`src/rtl/hpp_pkg.sv`:
```
// Constants, register map and carrier types of the hub port power and strap controller.
// Assumes a single 100 MHz clock and an AXI4-Lite master with 32-bit data.
//
// Operation
// - While the active-low external reset pin is low, all logic returns to its initial state.
// - The supply select input reads 0 as bus powered and 1 as self powered.
// - After reset the mode pin stays an input until its strap level has been sampled.
// - A mode strap of 1 selects ganged mode; the pin then drives 0 normally, 1 in suspend.
// - A mode strap of 0 selects individual mode; the pin then drives 1 normally, 0 in suspend.
// - The test input reads 0 for normal running and 1 for test mode.
// - Each port power enable is active low by default and goes low to power the port.
// - A low level on a port's overcurrent sense input means overcurrent on that port.
// - In ganged mode only the first port's overcurrent input is used; the others are ignored.
package hpp_pkg;

    // ==================================================================
    // Sizes and timing
    localparam int unsigned NUM_PORTS       = 4;
    localparam int unsigned CLK_PERIOD_NS   = 10;
    localparam int unsigned STRAP_SETTLE_NS = 1000;
    localparam int unsigned STRAP_CYCLES    =
        (STRAP_SETTLE_NS + CLK_PERIOD_NS - 1) / CLK_PERIOD_NS;
    localparam int unsigned STRAP_CNT_W     = 8;

    // ==================================================================
    // Register map, byte addresses
    localparam logic [3:0] REG_CTRL   = 4'h0;
    localparam logic [3:0] REG_STATUS = 4'h4;
    localparam logic [3:0] REG_ISTAT  = 4'h8;
    localparam logic [3:0] REG_IMASK  = 4'hc;

    // Control register fields.
    localparam int unsigned CTRL_PORT_EN_LSB = 0;
    localparam int unsigned CTRL_SUSPEND_BIT = 4;
    localparam int unsigned CTRL_POL_BIT     = 5;
    localparam logic [5:0]  CTRL_RESET       = 6'h00;

    // Interrupt status fields: one overcurrent event per port, then supply change.
    localparam int unsigned IRQ_W          = 5;
    localparam int unsigned IRQ_SUPPLY_BIT = 4;

    // AXI responses.
    localparam logic [1:0] RESP_OKAY   = 2'h0;
    localparam logic [1:0] RESP_SLVERR = 2'h2;

    // ==================================================================
    // Types
    typedef enum logic {HPP_ST_STRAP, HPP_ST_RUN} hpp_state_e;

    // Pin inputs that cross into the clock domain together.
    typedef struct packed {
        logic [NUM_PORTS-1:0] oc_n;
        logic                 mode;
        logic                 supply;
        logic                 test;
    } hpp_pins_s;

    localparam hpp_pins_s PINS_IDLE = '{oc_n: 4'hf, mode: 1'b0, supply: 1'b0, test: 1'b0};

endpackage

```
`src/rtl/hpp_top.sv`:
```
// Port power switch, overcurrent and strap controller of a four-port hub.
// Assumes pins are asynchronous to mclk and software uses AXI4-Lite.
//
// Added by the designer: the register addresses and the AXI4-Lite interface to the registers.
`timescale 1ns/100ps

module hpp_top
(
    // Clock and resets
    input  wire logic                          mclk,
    input  wire logic                          rst,
    input  wire logic                          ext_reset_n,
    // Strap and configuration pins
    input  wire logic                          supply_source_select,
    input  wire logic                          test_mode_in,
    input  wire logic                          mode_pin_in,
    output logic                               mode_pin_out,
    output logic                               mode_pin_oe,
    // Port power switches and overcurrent sensors
    output logic [hpp_pkg::NUM_PORTS-1:0]      port_power_enable_n,
    input  wire logic [hpp_pkg::NUM_PORTS-1:0] overcurrent_sense_n,
    // Interrupt
    output logic                               irq,
    // AXI4-Lite slave
    input  wire logic [3:0]                    s_axi_awaddr,
    input  wire logic                          s_axi_awvalid,
    output logic                               s_axi_awready,
    input  wire logic [31:0]                   s_axi_wdata,
    input  wire logic [3:0]                    s_axi_wstrb,
    input  wire logic                          s_axi_wvalid,
    output logic                               s_axi_wready,
    output logic [1:0]                         s_axi_bresp,
    output logic                               s_axi_bvalid,
    input  wire logic                          s_axi_bready,
    input  wire logic [3:0]                    s_axi_araddr,
    input  wire logic                          s_axi_arvalid,
    output logic                               s_axi_arready,
    output logic [31:0]                        s_axi_rdata,
    output logic [1:0]                         s_axi_rresp,
    output logic                               s_axi_rvalid,
    input  wire logic                          s_axi_rready
);
    import hpp_pkg::*;

    function automatic logic is_mapped(input logic [3:0] a);
        is_mapped = (a == REG_CTRL) || (a == REG_STATUS) || (a == REG_ISTAT) || (a == REG_IMASK);
    endfunction

    // ==================================================================
    // Reset and pin synchronisers
    logic       rstn_s1_q;
    logic       rstn_s2_q;
    logic       int_rst;
    hpp_pins_s  pins_now;
    hpp_pins_s  pins_s1_q;
    hpp_pins_s  pins_s2_q;
    hpp_pins_s  pins_s3_q;

    // Only rst clears this pair, so the pin release is seen two edges late.
    always_ff @(posedge mclk)
    begin
        if (rst)
        begin
            rstn_s1_q <= 1'b0;
            rstn_s2_q <= 1'b0;
        end
        else
        begin
            rstn_s1_q <= ext_reset_n;
            rstn_s2_q <= rstn_s1_q;
        end
    end

    assign int_rst = rst || !rstn_s2_q;

    assign pins_now = '{oc_n: overcurrent_sense_n, mode: mode_pin_in,
                        supply: supply_source_select, test: test_mode_in};

    always_ff @(posedge mclk)
    begin
        if (int_rst)
        begin
            pins_s1_q <= PINS_IDLE;
            pins_s2_q <= PINS_IDLE;
            pins_s3_q <= PINS_IDLE;
        end
        else
        begin
            pins_s1_q <= pins_now;
            pins_s2_q <= pins_s1_q;
            pins_s3_q <= pins_s2_q;
        end
    end

    // ==================================================================
    // Strap capture
    hpp_state_e             state_q;
    logic [STRAP_CNT_W-1:0] strap_cnt_q;
    logic                   gang_mode_q;

    // The pad stays an input for the settle time so the strap resistor wins cleanly.
    always_ff @(posedge mclk)
    begin
        if (int_rst)
        begin
            state_q     <= HPP_ST_STRAP;
            strap_cnt_q <= '0;
            gang_mode_q <= 1'b0;
        end
        else
        begin
            case (state_q)
                HPP_ST_STRAP:
                begin
                    if (strap_cnt_q == STRAP_CNT_W'(STRAP_CYCLES - 1))
                    begin
                        gang_mode_q <= pins_s2_q.mode;
                        state_q     <= HPP_ST_RUN;
                    end
                    else
                    begin
                        strap_cnt_q <= strap_cnt_q + STRAP_CNT_W'(1);
                    end
                end
                HPP_ST_RUN:
                begin
                    state_q <= HPP_ST_RUN;
                end
                default:
                begin
                    state_q <= HPP_ST_STRAP;
                end
            endcase
        end
    end

    // ==================================================================
    // Registers written by software
    logic [NUM_PORTS-1:0] port_en_q;
    logic                 suspend_q;
    logic                 pol_high_q;
    logic [IRQ_W-1:0]     istat_q;
    logic [IRQ_W-1:0]     imask_q;
    logic [3:0]           awaddr_q;
    logic [31:0]          wdata_q;
    logic [3:0]           wstrb_q;
    logic                 aw_have_q;
    logic                 w_have_q;
    logic                 wr_fire;
    logic                 wr_low;

    assign wr_fire = aw_have_q && w_have_q && !s_axi_bvalid;
    assign wr_low  = wr_fire && wstrb_q[0];

    always_ff @(posedge mclk)
    begin
        if (int_rst)
        begin
            {pol_high_q, suspend_q, port_en_q} <= CTRL_RESET;
        end
        else if (wr_low && awaddr_q == REG_CTRL)
        begin
            port_en_q  <= wdata_q[CTRL_PORT_EN_LSB +: NUM_PORTS];
            suspend_q  <= wdata_q[CTRL_SUSPEND_BIT];
            pol_high_q <= wdata_q[CTRL_POL_BIT];
        end
    end

    always_ff @(posedge mclk)
    begin
        if (int_rst)
        begin
            imask_q <= '0;
        end
        else if (wr_low && awaddr_q == REG_IMASK)
        begin
            imask_q <= wdata_q[IRQ_W-1:0];
        end
    end

    // ==================================================================
    // Overcurrent and supply events
    logic [NUM_PORTS-1:0] oc_now;
    logic [NUM_PORTS-1:0] oc_prev;
    logic [IRQ_W-1:0]     ev_set;
    logic [IRQ_W-1:0]     ev_clr;

    // In ganged mode port one's sensor stands for every port.
    assign oc_now  = gang_mode_q ? {NUM_PORTS{~pins_s2_q.oc_n[0]}} : ~pins_s2_q.oc_n;
    assign oc_prev = gang_mode_q ? {NUM_PORTS{~pins_s3_q.oc_n[0]}} : ~pins_s3_q.oc_n;

    // Only port one's event is flagged in ganged mode; one sensor, one event.
    assign ev_set[NUM_PORTS-1:0] = (state_q == HPP_ST_RUN) ?
        (oc_now & ~oc_prev & (gang_mode_q ? NUM_PORTS'(1) : {NUM_PORTS{1'b1}})) : '0;
    assign ev_set[IRQ_SUPPLY_BIT] = (state_q == HPP_ST_RUN) &&
        (pins_s2_q.supply != pins_s3_q.supply);
    assign ev_clr = (wr_low && awaddr_q == REG_ISTAT) ? wdata_q[IRQ_W-1:0] : '0;

    // A new event beats a simultaneous write-one-to-clear.
    always_ff @(posedge mclk)
    begin
        if (int_rst)
        begin
            istat_q <= '0;
        end
        else
        begin
            istat_q <= (istat_q & ~ev_clr) | ev_set;
        end
    end

    always_ff @(posedge mclk)
    begin
        if (int_rst)
        begin
            irq <= 1'b0;
        end
        else
        begin
            irq <= |(istat_q & imask_q);
        end
    end

    // ==================================================================
    // Pin drivers
    logic [NUM_PORTS-1:0] pwr_on_d;

    // Test mode and a live overcurrent hold the switches off; the sensor release restores them.
    assign pwr_on_d = (state_q == HPP_ST_RUN && !pins_s2_q.test) ?
        ((gang_mode_q ? {NUM_PORTS{port_en_q[0]}} : port_en_q) & ~oc_now) : '0;

    always_ff @(posedge mclk)
    begin
        if (int_rst)
        begin
            port_power_enable_n <= {NUM_PORTS{1'b1}};
        end
        else
        begin
            port_power_enable_n <= pol_high_q ? pwr_on_d : ~pwr_on_d;
        end
    end

    always_ff @(posedge mclk)
    begin
        if (int_rst)
        begin
            mode_pin_oe  <= 1'b0;
            mode_pin_out <= 1'b0;
        end
        else
        begin
            mode_pin_oe  <= (state_q == HPP_ST_RUN);
            mode_pin_out <= gang_mode_q ? suspend_q : !suspend_q;
        end
    end

    // ==================================================================
    // AXI4-Lite write channels
    always_ff @(posedge mclk)
    begin
        if (int_rst)
        begin
            aw_have_q     <= 1'b0;
            w_have_q      <= 1'b0;
            awaddr_q      <= '0;
            wdata_q       <= '0;
            wstrb_q       <= '0;
            s_axi_awready <= 1'b0;
            s_axi_wready  <= 1'b0;
            s_axi_bvalid  <= 1'b0;
            s_axi_bresp   <= RESP_OKAY;
        end
        else
        begin
            // Readies stay low while reset would swallow a request, and rise on the first
            // free edge; a handshake below overrides this in the same edge.
            if (!aw_have_q && !w_have_q && !s_axi_bvalid)
            begin
                s_axi_awready <= 1'b1;
                s_axi_wready  <= 1'b1;
            end
            if (s_axi_awvalid && s_axi_awready)
            begin
                aw_have_q     <= 1'b1;
                awaddr_q      <= s_axi_awaddr;
                s_axi_awready <= 1'b0;
            end
            if (s_axi_wvalid && s_axi_wready)
            begin
                w_have_q     <= 1'b1;
                wdata_q      <= s_axi_wdata;
                wstrb_q      <= s_axi_wstrb;
                s_axi_wready <= 1'b0;
            end
            if (wr_fire)
            begin
                aw_have_q    <= 1'b0;
                w_have_q     <= 1'b0;
                s_axi_bvalid <= 1'b1;
                s_axi_bresp  <= (is_mapped(awaddr_q) && awaddr_q != REG_STATUS) ?
                                RESP_OKAY : RESP_SLVERR;
            end
            else if (s_axi_bvalid && s_axi_bready)
            begin
                s_axi_bvalid  <= 1'b0;
                s_axi_awready <= 1'b1;
                s_axi_wready  <= 1'b1;
            end
        end
    end

    // ==================================================================
    // AXI4-Lite read channels
    logic [31:0] rd_word;

    always_comb
    begin
        rd_word = '0;
        case (s_axi_araddr)
            REG_CTRL:   rd_word[5:0] = {pol_high_q, suspend_q, port_en_q};
            REG_STATUS: rd_word[7:0] = {oc_now, state_q == HPP_ST_RUN, pins_s2_q.test,
                                        pins_s2_q.supply, gang_mode_q};
            REG_ISTAT:  rd_word[IRQ_W-1:0] = istat_q;
            REG_IMASK:  rd_word[IRQ_W-1:0] = imask_q;
            default:    rd_word = '0;
        endcase
    end

    always_ff @(posedge mclk)
    begin
        if (int_rst)
        begin
            s_axi_arready <= 1'b0;
            s_axi_rvalid  <= 1'b0;
            s_axi_rdata   <= '0;
            s_axi_rresp   <= RESP_OKAY;
        end
        else if (s_axi_arvalid && s_axi_arready)
        begin
            s_axi_arready <= 1'b0;
            s_axi_rvalid  <= 1'b1;
            s_axi_rdata   <= rd_word;
            s_axi_rresp   <= is_mapped(s_axi_araddr) ? RESP_OKAY : RESP_SLVERR;
        end
        else if (s_axi_rvalid && s_axi_rready)
        begin
            s_axi_rvalid  <= 1'b0;
            s_axi_arready <= 1'b1;
        end
        else if (!s_axi_rvalid)
        begin
            s_axi_arready <= 1'b1;
        end
    end

    // ==================================================================
    // Assertions
    a_reset_powers_off: assert property (@(posedge mclk) int_rst |=>
        (port_power_enable_n == {NUM_PORTS{1'b1}} && !mode_pin_oe && !irq))
        else $error("reset did not return outputs to idle");

    a_ext_reset_sync: assert property (@(posedge mclk) disable iff (rst)
        (!ext_reset_n ##3 1'b1) |-> state_q == HPP_ST_STRAP && strap_cnt_q == '0)
        else $error("external reset not applied three edges later");

    a_supply_status: assert property (@(posedge mclk) disable iff (int_rst)
        pins_s2_q.supply |-> rd_word[1] || s_axi_araddr != REG_STATUS)
        else $error("self powered not reported");

    a_strap_input: assert property (@(posedge mclk) disable iff (int_rst)
        (state_q == HPP_ST_STRAP) |=> !mode_pin_oe)
        else $error("mode pin driven before strap capture");

    a_gang_level: assert property (@(posedge mclk) disable iff (int_rst)
        (state_q == HPP_ST_RUN && gang_mode_q) |=> mode_pin_oe && mode_pin_out == $past(suspend_q))
        else $error("ganged mode pin level wrong");

    a_indiv_level: assert property (@(posedge mclk) disable iff (int_rst)
        (state_q == HPP_ST_RUN && !gang_mode_q) |=> mode_pin_out == !$past(suspend_q))
        else $error("individual mode pin level wrong");

    a_test_off: assert property (@(posedge mclk) disable iff (int_rst)
        (pins_s2_q.test && !pol_high_q) |=> port_power_enable_n == {NUM_PORTS{1'b1}})
        else $error("port powered in test mode");

    a_enable_low: assert property (@(posedge mclk) disable iff (int_rst)
        (!pol_high_q && pwr_on_d[0]) |=> !port_power_enable_n[0])
        else $error("power enable not driven low");

    a_oc_event: assert property (@(posedge mclk) disable iff (int_rst)
        (state_q == HPP_ST_RUN && !gang_mode_q && $fell(pins_s2_q.oc_n[2])) |=> istat_q[2])
        else $error("overcurrent on port three not flagged");

    a_gang_ignore: assert property (@(posedge mclk) disable iff (int_rst)
        (gang_mode_q && !istat_q[3]) |=> !istat_q[3])
        else $error("port four sensor used in ganged mode");

    c_gang_run:    cover property (@(posedge mclk) state_q == HPP_ST_RUN && gang_mode_q);
    c_indiv_run:   cover property (@(posedge mclk) state_q == HPP_ST_RUN && !gang_mode_q);
    c_oc_irq:      cover property (@(posedge mclk) $rose(irq));
    c_suspend_out: cover property (@(posedge mclk) mode_pin_oe && suspend_q);

endmodule

```
`config.mk`:
```
export PLATFORM = sky130hd
export DESIGN_NAME = hpp_top
export DESIGN_NICKNAME = d
export VERILOG_FILES = /design/src/rtl/hpp_pkg.sv /design/src/rtl/hpp_top.sv
export SDC_FILE = /design/constraint.sdc
export NUM_CORES = 1
export LEC_CHECK = 0
export ABC_AREA = 1
export BUFFER_PORTS_ARGS = -buffer_cell sky130_fd_sc_hd__buf_4
export CELL_PAD_IN_SITES_DETAIL_PLACEMENT = 1
export CELL_PAD_IN_SITES_GLOBAL_PLACEMENT = 1
export CORE_MARGIN = 3
export CORE_UTILIZATION = 36
export DETAILED_ROUTE_END_ITERATION = 10
export PLACE_DENSITY_LB_ADDON = 0.15
export SKIP_CTS_REPAIR_TIMING = 1
export SYNTH_ARGS = -nofsm -noshare
export SYNTH_HDL_FRONTEND = slang
export SYNTH_SLANG_ARGS = --single-unit
```
`constraint.sdc`:
```
create_clock -name mclk -period 1.4 [get_ports mclk]
set_input_delay 0.28 -clock mclk [delete_from_list [all_inputs] [get_ports mclk]]
set_output_delay 0.28 -clock mclk [all_outputs]
set_load 0.03 [all_outputs]
```
Word level (Yosys, flattened, before mapping). Index checks and enable logic that the tools add are counted. W data, S select, Z words.

Add/subtract/negate cells: 1. $mul: 0. Divide/modulo/power cells: 0. Magnitude comparators: 0. Equal/unequal tests: 10. Shift operators: 0. Multiplexer cells: 30. Bitwise gates (word level): 16. Reductions and logical operators: 38.

Operators by type and width (number): $mux W4 (7); $not A4 Y4 (5); $pmux W5 S4 (1); $eq A4 B4 Y1 const B (4); $logic_and A1 B1 Y1 (16); $mux W1 (16); $and A4 B4 Y4 (3); $and A5 B5 Y5 (2); $add A8 B1 Y8 const B (1); $eq A4 B3 Y1 const B (2); $eq A8 B7 Y1 const B (1); $logic_not A4 Y1 (2); $logic_or A1 B1 Y1 (7); $logic_not A1 Y1 (6); $mux W2 (3); $mux W5 (1); $not A5 Y5 (1); $or A5 B5 Y5 (1); $reduce_or A5 Y1 (1); $ne A4 B3 Y1 const B (1); $not A1 Y1 (4); $pmux W1 S2 (2); $reduce_and A2 Y1 (2); $reduce_bool A2 Y1 (2); other kinds (3) (4).

Bits in registers: 84. Latch bits: 0. Bits in writable memories: 0. ROM bits: 0. Input bits: 59. Output and inout bits: 48. Word-level logic and storage cells: 132. Memories: 0.

Longest topological paths before layout. Gate-level depths: netlist of run 1.

Word-level depth: 8. Gate-level depth with buffers: 8. Depth with buffers taken out: 8.

Worst setup path before layout of run 1. No wires, ideal clock.

Path type: register -> register. From: register s_axi_wready. To: register s_axi_wready. Library setup time: 115 ps. Arrival: 1109 ps. Data required time: 1285 ps. Slack: 175 ps. Stages on the path, launching flop included: 6. Path buffers: 0. Period minus slack after synthesis: 1225 ps. Cells stage by stage: dfxtp_1 nand2_1 inv_1 a21oi_1 o21ai_0 inv_1.

Cells in the longest elaborated chain, start to end: 4.

Ends and longest elaborated chain: start: declaration (line hpp_top.sv:31) `output logic s_axi_wready,`; start signal: assignment (line hpp_top.sv:270) `s_axi_wready <= 1'b0;`; start signal: assignment (line hpp_top.sv:281) `s_axi_wready <= 1'b1;`; start signal: assignment (line hpp_top.sv:294) `s_axi_wready <= 1'b0;`; $mux W1 / $logic_and A1 B1 Y1 (equally long branches) (line hpp_top.sv:278, hpp_top.sv:289); $mux W1 * (line hpp_top.sv:289) `if (s_axi_wvalid && s_axi_wready)`; $mux W1 (line hpp_top.sv:304) `else if (s_axi_bvalid && s_axi_bready)`; $mux W1 * (line hpp_top.sv:296) `if (wr_fire)`.

Mark *: on every way between the ends. The rest lies on a longest branch, timed or not. A chain may end at the register's enable or synchronous reset.

Worst setup path after layout of run 1.
From: register strap_cnt_q[0]. To: register gang_mode_q.

Cells in the longest elaborated chain, start to end: 2.

Ends and longest elaborated chain: start: declaration (line hpp_top.sv:98) `logic [STRAP_CNT_W-1:0] strap_cnt_q;`; start signal: assignment (line hpp_top.sv:122) `strap_cnt_q <= strap_cnt_q + STRAP_CNT_W'(1);`; $eq A8 B7 Y1 (line hpp_top.sv:115) `if (strap_cnt_q == STRAP_CNT_W'(STRAP_CYCLES - 1))`; $reduce_and A2 Y1 (no source line); end signal: assignment (line hpp_top.sv:117) `gang_mode_q <= pins_s2_q.mode;`; end: declaration (line hpp_top.sv:99) `logic gang_mode_q;`.

Every way passes these cells.

==> reports/qor.yml, run 1 <==
final_layout:
  layout.nets: 577
  register_area_sq_um: 1640
  nFillCells: 1228
  syn_to_final_growth_pct: 18.9
  final_layout_size_suffix_gt1_frac: 0.199
  multiInputGateArea_sq_um: 1530
  fin_util: 0.446
  fin_cells: 651
  n_antenna_cell: 0
drt:
  drt_pass1_iterations: 4
  routed-via-count: 3011
  drt_wl_total_um: 8260
  drt_iter0_markers: 61
  ant_nets: 0
  drc_errors: 0
  wire_per_inst_um: 12.7
  drt-vias-per-instance: 4.63
logic_synthesis:
  syn_area_per_cell_sq_um: 7.65
  synthMuxAreaShare: 0
  yosys.area_share.simple: 0.283
  synth-warning-count: 0
  yosysSeqAreaShare: 0.467
  synth_xor_area_frac: 0.00498
  synth_cell_types: 30
  synth_seq_cells: 82
  synth_cells: 460
  synth_compound_area_frac: 0.113
  synthAdderAreaFrac: 0.00356
  synth_top_family_by_area: "simple AND/OR/NAND/NOR gates"
  syn_area_sq_um: 3520
clock_network:
  ctsRootBufferMaster: "clkbuf_8"
  htree_levels: 3
  cts_num_sinks: 82
  clk_path_buf_depth: 2
  cts_tree: "done"
  cts.clk_slew.worst_paths_ns: 0.08
  numCtsBuffers: 9
  clk_latency_ns: 0.34
sta:
  hold_violations: 0
  rsz0062_at_grt: "false"
  drv_slew: 0
  min_period_over_period: 0.911
  setup_violations: 0
  clock_skew_ns: 0.0105
  setup_tns_ns: 0
  finalWorstSetupSlack_ns: 0.124
  finalWorstPathRequiredPeriod_ns: 1.28
  max_freq_mhz: 784
run:
  drv_cap: 0
global_routing:
  grtUsageTotal: 0.154
  gr-usage-met3: 0.0358
  grt_pass1_wl_um: 13800
  antenna_found_initial: 0
  busiest_layer: "met2"
  use_met1: 0.190
  grt_use_met2: 0.269
  grt_overflow: 0
  grt_start_max_net_pins: 28
  first_global_vias: 3009
die:
  io_pins: 107
  die_y_um: 105
  num_rows: 35
  dieArea_sq_um: 11000
  coreArea_sq_um: 9370
  die_width_um: 105
  start_util: 0.375
power_and_ir_drop:
  p_leak_nw: 1.76
  power_density_nw_per_um2: 1050
  ir_drop_mv: 0.511
worst_setup_path:
  crit_path_max_fanout: 5
  crit_family: "flip-flops"
  critPathMaxStageDelay_ns: 0.38
  worstPathArrival_ns: 1.50
  start_kind: "flip-flop"
  worst-path-buf-inv: 1
  crit_path_cell_trace: "ha_2 > inv_1 > nor2_1 > nand3_2 > o21ai_1 > a21oi_1"
  cp-end-kind: "flip-flop"
  critical_path_required_ns: 1.62
  worst_path_max_delay_cell: "dfxtp_1"
  worstSetupPathType: "flip-flop to flip-flop"
hold_path:
  hp-class: "primary input to flip-flop"
placed_design:
  dpl.cell_count: 635
  gp_congestion: 0.764
  dp_hpwl_um: 6350
  port_buffers: 51
  pre_cts_ws_ns: 0.0886
status:
  status: "finished clean"
==> per-stage QoR <==
stage	hold slack, ns	total power [mW]	cell area, sq um
after global routing	0.0821	4.56	4180
final	0.108	4.37	4180
after global placement	0.391	2.66	3960
after detailed placement	0.400	2.66	3960
after floorplan	0.351	2.63	3610
after CTS	0.0911	4.43	4170
==> cell usage after synthesis <==
library cell / count / area [sq um]
nor3_1: 2 / 10.0
xnor2_1: 1 / 8.76
or2_1: 7 / 43.8
nor3_2: 2 / 20.0
nor2_1: 69 / 259
inv_2: 5 / 18.8
nor2_8: 1 / 20.0
nand3_1: 25 / 125
nor2_2: 3 / 18.8
nor2_4: 6 / 67.6
a21oi_1: 27 / 135
nand4_1: 18 / 113
a21oi_2: 1 / 8.76
o21ai_1: 5 / 25.0
buf_6: 1 / 11.3
nand2_2: 4 / 25.0
buf_2: 10 / 50.1
ha_1: 1 / 12.5
o21ai_0: 41 / 205
inv_1: 43 / 161
nand3b_1: 1 / 7.51
buf_4: 27 / 203
or2_2: 1 / 6.26
dfxtp_1: 82 / 1640
nand2_1: 70 / 263
xor2_1: 1 / 8.76
conb_1: 1 / 3.75
nand3_4: 1 / 17.5
o21a_1: 3 / 22.5
clkinv_2: 1 / 5.00
==> power by group <==
group | switching [mW] | internal (mW) | leakage [nW] | total, mW
Sequential | 0.00518 | 2.34 | 0.663 | 2.35
Clock | 0.841 | 0.920 | 0.0986 | 1.76
Combinational | 0.181 | 0.0818 | 0.998 | 0.263
Total | 1.03 | 3.34 | 1.76 | 4.37
==> registers in the layout, summed over array words and instances, names as in the netlist, 5 cells and up <==
signal	flops
istat_q	5
strap_cnt_q	8
wdata_q	6
pins_s2_q	7
pins_s1_q	7
pins_s3_q	5
s_axi_rdata	8
imask_q	5
==> cell type report <==
| type | count | area share |
|---|---|---|
| flip-flops and latches | 82 | 0.393 |
| multi-input cells | 316 | 0.366 |
| repair buffers | 59 | 0.109 |
| inverters | 49 | 0.0443 |
| well taps | 129 | 0.0386 |
| clock buffers | 12 | 0.0371 |
| clock inverters | 4 | 0.0120 |
==> routing by layer <==
| layer | wire length, um | share of wire | vias to the layer above |
|---|---|---|---|
| met5 | 0 | 0 | - |
| met4 | 74 | 0.0090 | 0 |
| met3 | 353 | 0.043 | 7 |
| met2 | 4040 | 0.49 | 55 |
| met1 | 3800 | 0.46 | 1411 |
| li1 | - | - | 1538 |
==> cells by family (layout without fill, tap and decap cells) <==
group / after synthesis / in the layout
AND/OR/NAND/NOR: 210 / 210
buffers and inverters: 87 / 124
flip-flops: 82 / 82
AO/OA/AOI/OAI: 77 / 77
XOR/XNOR: 2 / 2
adder cells (fa/ha/maj): 1 / 1
other: 1 / 26
==> path summary, 6_finish.rpt <==
check	cells after the start	slack, ns	end	from
hold reg to reg	2	0.41	rstn_s2_q	rstn_s1_q
hold / removal	2	0.11	pins_s1_q[6]	overcurrent_sense_n[3]
setup / recovery	6	0.12	gang_mode_q	strap_cnt_q[0]
setup reg to reg	6	0.12	gang_mode_q	strap_cnt_q[0]
==> cells in the final DEF (no fill, tap or decap) <==
| cell type | n |
|---|---|
| a21oi_1 | 27 |
| a21oi_2 | 1 |
| buf_12 | 1 |
| buf_4 | 58 |
| bufinv_16 | 1 |
| clkbuf_1 | 1 |
| clkbuf_8 | 11 |
| clkinv_2 | 2 |
| clkinvlp_4 | 2 |
| conb_1 | 26 |
| dfxtp_1 | 80 |
| dfxtp_2 | 2 |
| ha_2 | 1 |
| inv_1 | 43 |
| inv_2 | 5 |
| nand2_1 | 69 |
| nand2_2 | 5 |
| nand3_1 | 24 |
| nand3_2 | 1 |
| nand3_4 | 1 |
| nand3b_1 | 1 |
| nand4_1 | 18 |
| nor2_1 | 69 |
| nor2_2 | 3 |
| nor2_4 | 6 |
| nor2_8 | 1 |
| nor3_1 | 2 |
| nor3_2 | 2 |
| o21a_1 | 3 |
| o21ai_0 | 39 |
| o21ai_1 | 7 |
| or2_1 | 7 |
| or2_2 | 1 |
| xnor2_1 | 1 |
| xor2_1 | 1 |
Power figures use the tool's default switching activity.
==> run 2: changes to the inputs <==
REMOVE_ABC_BUFFERS = 1   (was default)
==> run 2 against run 1 <==
Compared with the run above: sequential share of layout area barely moved; fmax fell by 2.8%; critical endpoint is now strap_cnt_q[5]; clock power rose by 9%; die area did not move; count of clock-buffer cells in the layout fell by 1; cell count fell by 0.46%.
==> reports/qor.yml, run 2 (synthesized netlist as in run 1, its figures left out) <==
status:
  status: "finished clean"
sta:
  finalWorstPathRequiredPeriod_ns: 1.31
  min_period_over_period: 0.937
  hold_violations: 0
  clock_skew_ns: 0.0106
  finalWorstSetupSlack_ns: 0.0877
  worstMarginPinSlew_ns: 0.585
  drv_slew: 0
  relSlewSlack: 0.610
  setup_violations: 0
  max_freq_mhz: 762
drt:
  wire_per_inst_um: 12.9
  drt_wl_total_um: 8370
  drt_pass1_iterations: 4
  drt_iter0_markers: 86
  drc_errors: 0
  drt-vias-per-instance: 4.66
  ant_nets: 0
  routed-via-count: 3022
final_layout:
  nFillCells: 1210
  fin_cells: 648
  layout.nets: 574
  syn_to_final_growth_pct: 19.0
  final_common_cell: "dfxtp_1"
  fin_util: 0.447
  final_cell_mix: "79 x dfxtp_1, 69 x nand2_1, 69 x nor2_1"
  final_layout_size_suffix_gt1_frac: 0.197
  reg_top3: "s_axi_rdata: 8 flops, strap_cnt_q: 8 flops"
  n_antenna_cell: 0
  stdcell_area_sq_um: 4190
worst_setup_path:
  crit_family: "simple AND/OR/NAND/NOR gates"
  critPathMaxStageDelay_ns: 0.38
  worstSetupPathType: "flip-flop to flip-flop"
  start_kind: "flip-flop"
  crit_path_max_fanout: 5
  r2r-start: "strap_cnt_q[0]"
  crit_path_cell_trace: "ha_4 > inv_1 > nor2_1 > nand3_2 > nand3_1 > nand2_1 > nand2_1 > nor2_1"
  critical_path_required_ns: 1.62
  crit_path_start: "strap_cnt_q[0]"
  worst_path_max_delay_cell: "dfxtp_2"
  worst-path-buf-inv: 1
  cp-end-kind: "flip-flop"
  worstPathArrival_ns: 1.53
die:
  dieArea_sq_um: 11000
  die_y_um: 105
  io_pins: 107
  die_width_um: 105
  coreArea_sq_um: 9370
  start_util: 0.375
  num_rows: 35
clock_network:
  clk_path_buf_depth: 2
  numCtsBuffers: 9
  cts_num_sinks: 82
  htree_levels: 3
  clk_latency_ns: 0.36
  cts.clk_slew.worst_paths_ns: 0.09
  ctsRootBufferMaster: "clkbuf_8"
  cts_tree: "done"
global_routing:
  grt_start_max_net_pins: 41
  grt_pass1_wl_um: 14300
  grt_overflow: 0
  antenna_found_initial: 0
  first_global_vias: 3112
  grtUsageTotal: 0.158
placed_design:
  placed_area_sq_um: 3940
  dp_hpwl_um: 6170
  dpl.cell_count: 632
  gp_congestion: 0.769
  pre_cts_ws_ns: 0.0606
  port_buffers: 51
hold_path:
  hp-class: "primary input to flip-flop"
  hp-start: "overcurrent_sense_n[2]"
power_and_ir_drop:
  p_leak_nw: 1.76
  ir_drop_mv: 0.579
  power_density_nw_per_um2: 1080
run:
  drv_cap: 0
## run 2: cell types whose count changed in the layout (fill, tap and decap cells not counted), sizes merged
cell / before / now
buf: 59 / 56
clkbuf: 12 / 11
bufinv: 1 / 2
clkinvlp: 2 / 1
clkinv: 2 / 3
## run 2: area by class of cell
| class | count | area (sq um) | area share |
|---|---|---|---|
| Clock buffer | 11 | 141 | 0.0338 |
| Clock inverter | 5 | 77.6 | 0.0185 |
| Sequential cell | 82 | 1650 | 0.394 |
| Multi-Input combinational cell | 316 | 1540 | 0.368 |
| Tap cell | 129 | 161 | 0.0386 |
| Inverter | 49 | 185 | 0.0442 |
| Timing Repair Buffer | 56 | 433 | 0.103 |
## run 2: metal layers
layer	vias to the layer above	GRT usage	part of all wire
met5	-	0	0
met4	0	0.0675	0.021
met3	15	0.0290	0.040
met2	62	0.265	0.48
met1	1410	0.200	0.46
li1	1535	-	-
## run 2: per-stage QoR
| step | setup TNS [ns] | hold WS (ns) | total power [mW] |
|---|---|---|---|
| after floorplan | -0.397 | 0.351 | 2.55 |
| after CTS | 0 | 0.0851 | 4.57 |
| after detailed placement | 0 | 0.397 | 2.66 |
| after global placement | 0 | 0.391 | 2.66 |
| final | 0 | 0.0968 | 4.53 |
| after global routing | -0.0591 | 0.0783 | 4.71 |
## run 2: power by group
part / switching, mW / internal, mW / total, mW
logic: 0.181 / 0.0791 / 0.260
clock network: 0.872 / 1.05 / 1.92
registers: 0.00532 / 2.34 / 2.34
total: 1.06 / 3.47 / 4.53
## run 2: worst paths after layout
path	endpoint	slack, ns	cells after the start
worst min register to register	rstn_s2_q	0.41	2
worst max-delay path	strap_cnt_q[5]	0.09	8
worst max register to register	strap_cnt_q[5]	0.09	8
worst min-delay path	pins_s1_q[5]	0.1	2
